$ cat src/hw/xb_params.svh
// Constants for the fixed-priority crossbar arbiter
`ifndef XB_PARAMS_SVH
`define XB_PARAMS_SVH

// Memory controller source slots, highest priority first
`define XB_MEM_SRCS 4
`define XB_MEM_SLOTS 3
`define XB_SLOT_SHARED 0
`define XB_SLOT_DATA_A 1
`define XB_SLOT_DATA_B 2
`define XB_SLOT_FETCH 3

// Host window: one 64 KB page, selected by the upper address bits
`define XB_ADDR_W 32
`define XB_PAGE_BYTES 65536
`define XB_PAGE_LSB 16
`define XB_PAGE_W 16
`define XB_PAGE_RST 16'h0000

// Peripheral system clock as a divided enable of the core system clock
`define XB_PER_DIV 2
`define XB_DIV_W 4

`endif

$ cat src/hw/xb_pkg.sv
// Types shared by the crossbar arbiter files
package xb_pkg;

   // Owner of the shared 32-bit memory port
   typedef enum logic [1:0] {
      XB_OWN_NONE = 2'h0,
      XB_OWN_ACC = 2'h1,
      XB_OWN_HOST = 2'h3
   } xb_owner_type;

endpackage

$ cat src/hw/xb_fixed_pick.sv
// Fixed-priority picker granting up to a number of lowest-index requests
`timescale 1ns/1ps
`default_nettype none

module xb_fixed_pick #(
   parameter int N = 4,
   parameter int K = 3
) (
   input wire logic [N-1:0] req,
   output logic [N-1:0] gnt
);
   import xb_pkg::*;

   // Running count of requests ahead of each position
   logic [7:0] ahead [0:N];

   assign ahead[0] = 8'h00;

   // Each position wins when fewer than K requests stand ahead of it
   genvar i;
   generate
      for (i = 0; i < N; i = i + 1) begin : g_pos
         assign ahead[i+1] = ahead[i] + {7'h00, req[i]};
         assign gnt[i] = req[i] && (ahead[i] < 8'(K));
      end
   endgenerate

endmodule
`default_nettype wire

$ cat src/hw/xb_crossbar_arb.sv
// Crossbar arbiter: three masters, memory and peripheral targets
`timescale 1ns/1ps
`default_nettype none
`include "xb_params.svh"

// Notes on behaviour
// - Masters on different targets proceed together
// - Conflicts resolved by fixed priority only
// - Accelerator first, host second, core last
// - No host path to peripherals; refused
// - Memory serves three of four sources
// - Core data access completes in one cycle
// - Host confined to core-selected 64 KB page
// - Peripheral side runs on divided system clock
module xb_crossbar_arb #(
   parameter int PER_DIV = `XB_PER_DIV
) (
   input wire logic core_clk,
   input wire logic rst,
   input wire logic ce,
   input wire logic cpu_da_req,
   input wire logic cpu_db_req,
   input wire logic fetch_req,
   input wire logic cpu_per_req,
   input wire logic acc_mem_req,
   input wire logic acc_per_req,
   input wire logic host_mem_req,
   input wire logic host_per_req,
   input wire logic [`XB_ADDR_W-1:0] host_addr,
   input wire logic host_restrict_en,
   input wire logic core_page_wr,
   input wire logic [`XB_PAGE_W-1:0] core_page_sel,
   input wire logic per_ready,
   output logic cpu_da_gnt,
   output logic cpu_db_gnt,
   output logic fetch_gnt,
   output logic acc_mem_gnt,
   output logic host_mem_gnt,
   output logic cpu_per_gnt,
   output logic acc_per_gnt,
   output logic host_err,
   output logic per_tick,
   output xb_pkg::xb_owner_type shared_owner
);
   import xb_pkg::*;

   // ****************************************************
   // State
   // ****************************************************
   logic [`XB_PAGE_W-1:0] page_r, page_nxt;
   logic [`XB_DIV_W-1:0] div_r, div_nxt;
   logic tick_r, tick_nxt;
   logic [`XB_MEM_SRCS-1:0] mgnt_r, mgnt_nxt;
   logic own_acc_r, own_acc_nxt;
   logic own_host_r, own_host_nxt;
   logic cpu_per_r, cpu_per_nxt;
   logic acc_per_r, acc_per_nxt;
   logic err_r, err_nxt;
   xb_owner_type owner_r, owner_nxt;

   // ****************************************************
   // Eligibility
   // ****************************************************
   logic host_in_page;
   logic acc_m, host_m, da_m, db_m, fe_m, acc_p, cpu_p;
   logic [`XB_MEM_SRCS-1:0] mreq, mpick;

   // Host address must fall in the selected page when restricted
   assign host_in_page = !host_restrict_en ||
      (host_addr[`XB_ADDR_W-1:`XB_PAGE_LSB] == page_r);

   // A request whose grant shows this cycle is already served
   assign acc_m = acc_mem_req && !own_acc_r;
   assign host_m = host_mem_req && !own_host_r && host_in_page;
   assign da_m = cpu_da_req && !mgnt_r[`XB_SLOT_DATA_A];
   assign db_m = cpu_db_req && !mgnt_r[`XB_SLOT_DATA_B];
   assign fe_m = fetch_req && !mgnt_r[`XB_SLOT_FETCH];
   assign acc_p = acc_per_req && !acc_per_r;
   assign cpu_p = cpu_per_req && !cpu_per_r;

   // Shared port is requested by either accelerator or host
   assign mreq[`XB_SLOT_SHARED] = acc_m || host_m;
   assign mreq[`XB_SLOT_DATA_A] = da_m;
   assign mreq[`XB_SLOT_DATA_B] = db_m;
   assign mreq[`XB_SLOT_FETCH] = fe_m;

   // Up to three memory sources per cycle, fixed order
   xb_fixed_pick #(
      .N(`XB_MEM_SRCS),
      .K(`XB_MEM_SLOTS)
   ) u_mem_pick (
      .req(mreq),
      .gnt(mpick)
   );

   // ****************************************************
   // Next state
   // ****************************************************
   always_comb begin
      page_nxt = page_r;
      div_nxt = div_r;
      tick_nxt = 1'b0;
      mgnt_nxt = mpick;
      own_acc_nxt = 1'b0;
      own_host_nxt = 1'b0;
      cpu_per_nxt = 1'b0;
      acc_per_nxt = 1'b0;
      err_nxt = 1'b0;
      owner_nxt = XB_OWN_NONE;
      // Only the core may move the host page
      if (core_page_wr) begin
         page_nxt = core_page_sel;
      end
      // Peripheral side advances once per divided period
      if (div_r == `XB_DIV_W'(PER_DIV - 1)) begin
         div_nxt = '0;
         tick_nxt = 1'b1;
      end else begin
         div_nxt = div_r + `XB_DIV_W'(1);
      end
      // Accelerator wins the shared port over the host
      if (mpick[`XB_SLOT_SHARED]) begin
         if (acc_m) begin
            own_acc_nxt = 1'b1;
            owner_nxt = XB_OWN_ACC;
         end else begin
            own_host_nxt = 1'b1;
            owner_nxt = XB_OWN_HOST;
         end
      end
      // Peripheral target: accelerator over core, on the tick only
      if (tick_r && per_ready) begin
         if (acc_p) begin
            acc_per_nxt = 1'b1;
         end else if (cpu_p) begin
            cpu_per_nxt = 1'b1;
         end
      end
      // Host has no route to peripherals, nor outside its page
      if (host_per_req || (host_mem_req && !host_in_page)) begin
         err_nxt = 1'b1;
      end
   end

   // ****************************************************
   // Registers
   // ****************************************************
   always_ff @(posedge core_clk) begin
      if (rst) begin
         page_r <= `XB_PAGE_RST;
         div_r <= '0;
         tick_r <= 1'b0;
         mgnt_r <= '0;
         own_acc_r <= 1'b0;
         own_host_r <= 1'b0;
         cpu_per_r <= 1'b0;
         acc_per_r <= 1'b0;
         err_r <= 1'b0;
         owner_r <= XB_OWN_NONE;
      end else if (ce) begin
         page_r <= page_nxt;
         div_r <= div_nxt;
         tick_r <= tick_nxt;
         mgnt_r <= mgnt_nxt;
         own_acc_r <= own_acc_nxt;
         own_host_r <= own_host_nxt;
         cpu_per_r <= cpu_per_nxt;
         acc_per_r <= acc_per_nxt;
         err_r <= err_nxt;
         owner_r <= owner_nxt;
      end
   end

   // Outputs straight from flip-flops
   assign cpu_da_gnt = mgnt_r[`XB_SLOT_DATA_A];
   assign cpu_db_gnt = mgnt_r[`XB_SLOT_DATA_B];
   assign fetch_gnt = mgnt_r[`XB_SLOT_FETCH];
   assign acc_mem_gnt = own_acc_r;
   assign host_mem_gnt = own_host_r;
   assign cpu_per_gnt = cpu_per_r;
   assign acc_per_gnt = acc_per_r;
   assign host_err = err_r;
   assign per_tick = tick_r;
   assign shared_owner = owner_r;

   // ****************************************************
   // Assertions
   // ****************************************************
   // Shared port and both data ports served together
   property p_parallel;
      @(posedge core_clk) disable iff (rst)
      ce && acc_m && da_m && db_m |=>
         acc_mem_gnt && cpu_da_gnt && cpu_db_gnt;
   endproperty
   a_parallel: assert property (p_parallel)
      else $error("parallel grants not given");

   property p_per_excl;
      @(posedge core_clk) disable iff (rst)
      !(acc_per_gnt && cpu_per_gnt);
   endproperty
   a_per_excl: assert property (p_per_excl)
      else $error("two peripheral grants at once");

   property p_acc_host;
      @(posedge core_clk) disable iff (rst)
      ce && acc_m && host_m |=> acc_mem_gnt && !host_mem_gnt;
   endproperty
   a_acc_host: assert property (p_acc_host)
      else $error("accelerator did not win shared port");

   property p_no_host_per;
      @(posedge core_clk) disable iff (rst)
      ce && host_per_req |=> host_err;
   endproperty
   a_no_host_per: assert property (p_no_host_per)
      else $error("host peripheral request not refused");

   property p_three;
      @(posedge core_clk) disable iff (rst)
      $countones(mgnt_r) <= `XB_MEM_SLOTS;
   endproperty
   a_three: assert property (p_three)
      else $error("more than three memory grants");

   property p_single;
      @(posedge core_clk) disable iff (rst)
      ce && da_m |=> cpu_da_gnt;
   endproperty
   a_single: assert property (p_single)
      else $error("core data access not served in one cycle");

   property p_page;
      @(posedge core_clk) disable iff (rst)
      ce && host_mem_req && host_restrict_en &&
      (host_addr[`XB_ADDR_W-1:`XB_PAGE_LSB] != page_r) |=>
         !host_mem_gnt && host_err;
   endproperty
   a_page: assert property (p_page)
      else $error("host reached outside its page");

   property p_tick;
      @(posedge core_clk) disable iff (rst)
      $rose(acc_per_gnt) || $rose(cpu_per_gnt) |-> $past(tick_r);
   endproperty
   a_tick: assert property (p_tick)
      else $error("peripheral grant off the peripheral tick");

   property p_wait;
      @(posedge core_clk) disable iff (rst)
      ce && acc_p && cpu_p |=> !cpu_per_gnt;
   endproperty
   a_wait: assert property (p_wait)
      else $error("core granted over accelerator");

   c_all_mem: cover property (@(posedge core_clk) disable iff (rst)
      $countones(mgnt_r) == `XB_MEM_SLOTS);
   c_host_mem: cover property (@(posedge core_clk) disable iff (rst)
      host_mem_gnt);
   c_acc_per: cover property (@(posedge core_clk) disable iff (rst)
      acc_per_gnt && acc_mem_gnt);
   c_err: cover property (@(posedge core_clk) disable iff (rst) host_err);

endmodule
`default_nettype wire

$ cat config.mk
export PLATFORM = sky130hd
export DESIGN_NAME = xb_crossbar_arb
export DESIGN_NICKNAME = d
export VERILOG_FILES = /design/src/hw/xb_pkg.sv /design/src/hw/xb_fixed_pick.sv /design/src/hw/xb_crossbar_arb.sv
export VERILOG_INCLUDE_DIRS = /design/src /design/src/hw
export SDC_FILE = /design/constraint.sdc
export NUM_CORES = 1
export LEC_CHECK = 0
export BUFFER_PORTS_ARGS = -buffer_cell sky130_fd_sc_hd__buf_2
export CAP_MARGIN = 10
export CORE_ASPECT_RATIO = 1.4
export CORE_UTILIZATION = 30
export DETAILED_ROUTE_END_ITERATION = 16
export PLACE_DENSITY = 0.63
export REMOVE_ABC_BUFFERS = 1
export SKIP_LAST_GASP = 1
export SYNTH_ARGS = -nofsm -noshare
export SYNTH_HDL_FRONTEND = slang
export SYNTH_SLANG_ARGS = --single-unit
export TNS_END_PERCENT = 50
$ cat constraint.sdc
create_clock -name core_clk -period 6.1 [get_ports core_clk]
set_input_delay 0.915 -clock core_clk [delete_from_list [all_inputs] [get_ports core_clk]]
set_output_delay 0.915 -clock core_clk [all_outputs]
set_load 0.01 [all_outputs]
==> impl_metrics.json <==
{
  "stdcell_area_um2": 1810,
  "rows": 28,
  "worstPathRequired_ns": 6.31,
  "rr_endpoint": "mgnt_r[3]",
  "synth_seq_cells": 30,
  "cts_max_level": 2,
  "wl_mm": 3.02,
  "final_nets": 288,
  "clockRootBuffer": "clkbuf_8",
  "setup-violations-final": 0,
  "max_cap_viol_count": 0,
  "core_um2": 4310,
  "cts_max_path_buffers": 2,
  "drc": 0,
  "dieArea_um2": 4890,
  "ios": 73,
  "yosysUniqueCellTypes": 28,
  "cts.sinks": 30,
  "die_w_um": 59.4,
  "rrSetupSlack_ns": 3.70,
  "max_slew_margin": 0.610,
  "dr.pass1.iters": 4,
  "grt_pass1_wl_mm": 4.90,
  "postCtsSetupBuffers": 0,
  "tns_ns": 0,
  "dp_hpwl_mm": 2.20,
  "crit_fanout": 4,
  "insertion_delay_ns": 0.28,
  "hp-class": "reg2reg",
  "cts_resized": 0,
  "drt_iter0_drc": 43,
  "finClkSkew_ns": 0.00681,
  "drive_gt1_frac": 0.291,
  "portBuffers": 56,
  "worst_ep_arrival_time_ns": 3.01,
  "antenna_found_initial": 0,
  "synthesis.area_um2": 1380,
  "viasPerCell": 4.50,
  "final_common_cell": "buf_2",
  "min_path_cells": 2,
  "cts_tree": "yes",
  "crit_type": "in2reg",
  "dpl-instance-area_um2": 1700,
  "ys_seq_area_frac": 0.434,
  "num_vias": 1273,
  "cp-endpoint": "mgnt_r[3]",
  "p_leak_nw": 0.766,
  "grt_max_degree": 32,
  "crit_path_start_kind": "input pin",
  "ir_drop_mv": 0.107,
  "grt-ovfl-total": 0,
  "initial_core_util": 0.321,
  "num_antenna_cells": 0,
  "worst_slew_pin_slew_ns": 0.586,
  "status": "finished clean",
  "gp_congestion": 0.730,
  "synthToLayoutAreaGrowth_pct": 30.9,
  "synth_cells": 167,
  "clk_pin_slew_ns": 0.07,
  "synth-warning-count": 0,
  "cts_made_buffers": 5,
  "grt_usage": 0.136,
  "hold_viol": 0,
  "synth_area_per_cell_um2": 8.28,
  "p_per_area_nw_per_um2": 259,
  "holdBufCountCts": 0,
  "die_h_um": 82.3,
  "finalCriticalPeriod_ns": 2.80,
  "slew_violations": 0,
  "crit_start": "host_addr[19]",
  "routedWlPerCell_um": 10.7,
  "post-route-period-util": 0.459,
  "r2r-start": "page_r[3]",
  "fmax_mhz": 357,
  "first_global_vias": 1194,
  "rsz0062_at_grt": "no",
  "reg2regPathDepth": 10,
  "final_cell_mix": "buf_2 (56), nand2_1 (41), dfxtp_1 (30), a21oi_1 (22), xnor2_1 (17)",
  "ant_nets": 0,
  "critPathCaptureType": "flop"
}
## state kept, by name (all words and copies together), names as in the netlist
signal / cells
page_r: 16
div_r: 4
mgnt_r: 4
acc_mem_gnt: 1
acc_per_gnt: 1
cpu_per_gnt: 1
host_err: 1
host_mem_gnt: 1
per_tick: 1
## per-layer routing
metal  wire, um  vias up  track usage
met5          0        -            0
met4         53        0       0.0571
met3        235        6       0.0498
met2       1430       45        0.240
met1       1290      557        0.143
li1           -      665            -
## cell families after synthesis
| family | after synthesis | synth area share |
|---|---|---|
| compound gates | 27 | 0.110 |
| fa+ha+maj | 4 | 0.0416 |
| flops | 30 | 0.434 |
| buf+inv | 10 | 0.0326 |
| mux | 4 | 0.0290 |
| xor+xnor | 19 | 0.120 |
| simple gates | 73 | 0.232 |
## worst max-delay path, cell delays in order
cell and delay (ns):
buf_2 0.10, xnor2_1 0.14, nand4_1 0.14, o41a_1 0.50
o21bai_1 0.23, ha_1 0.27, ha_1 0.18, ha_1 0.18
nor2_1 0.09, nand4_1 0.10, a21oi_1 0.15
## cell usage after synthesis
library cell / n / share of area
a21oi_1: 22 / 0.080
a31o_1: 1 / 0.0063
and2_1: 1 / 0.0045
buf_2: 2 / 0.0072
buf_4: 1 / 0.0054
clkbuf_1: 4 / 0.011
clkbuf_2: 1 / 0.0036
dfxtp_1: 30 / 0.43
fa_1: 1 / 0.014
ha_1: 3 / 0.027
inv_1: 1 / 0.0027
inv_2: 1 / 0.0027
mux2i_1: 4 / 0.029
nand2_1: 41 / 0.11
nand3_1: 2 / 0.0072
nand3b_1: 1 / 0.0054
nand4_1: 7 / 0.032
nor2_1: 13 / 0.035
nor2b_1: 5 / 0.023
nor3_1: 1 / 0.0036
nor4_1: 1 / 0.0045
o21bai_1: 1 / 0.0054
o22ai_1: 1 / 0.0045
o32ai_1: 1 / 0.0063
o41a_1: 1 / 0.0081
or4_1: 1 / 0.0054
xnor2_1: 17 / 0.11
xor2_1: 2 / 0.013
## worst min-delay path by stage
| stage | start | to | slack, ns |
|---|---|---|---|
| 6_report | page_r[6] | page_r[6] | 0.47 |
| 5_1_grt | page_r[3] | page_r[3] | 0.49 |
| 4_1_cts | page_r[15] | page_r[15] | 0.47 |
| 3_5_place_dp | page_r[5] | page_r[5] | 0.46 |
| 3_3_place_gp | page_r[9] | page_r[9] | 0.46 |
| 2_1_floorplan | page_r[0] | page_r[0] | 0.44 |
## power breakdown
part | switching (mW) | internal, mW | leakage (nW)
clock network | 0.0755 | 0.120 | 0.0579
registers | 0.00615 | 0.205 | 0.245
logic | 0.0306 | 0.0307 | 0.463
## per-stage QoR
step	instances	total power, mW	setup slack [ns]	util	hold slack [ns]
after global routing	283	0.494	3.14	0.420	0.488
after global placement	275	0.277	3.03	0.395	0.456
final	283	0.468	3.30	0.420	0.467
after floorplan	159	0.248	3.38	-	0.443
after detailed placement	275	0.278	2.99	0.395	0.460
after CTS	283	0.476	3.28	0.420	0.469
## cell type report
cell class                      count  area, um^2
Clock buffer                        5        68.8
Clock inverter                      3        40.0
Fill cell                         472        2500
Inverter                            2        7.51
Multi-Input combinational cell    127         737
Sequential cell                    30         601
Tap cell                           60        75.1
Timing Repair Buffer               56         280
Power figures use the tool's default switching activity.
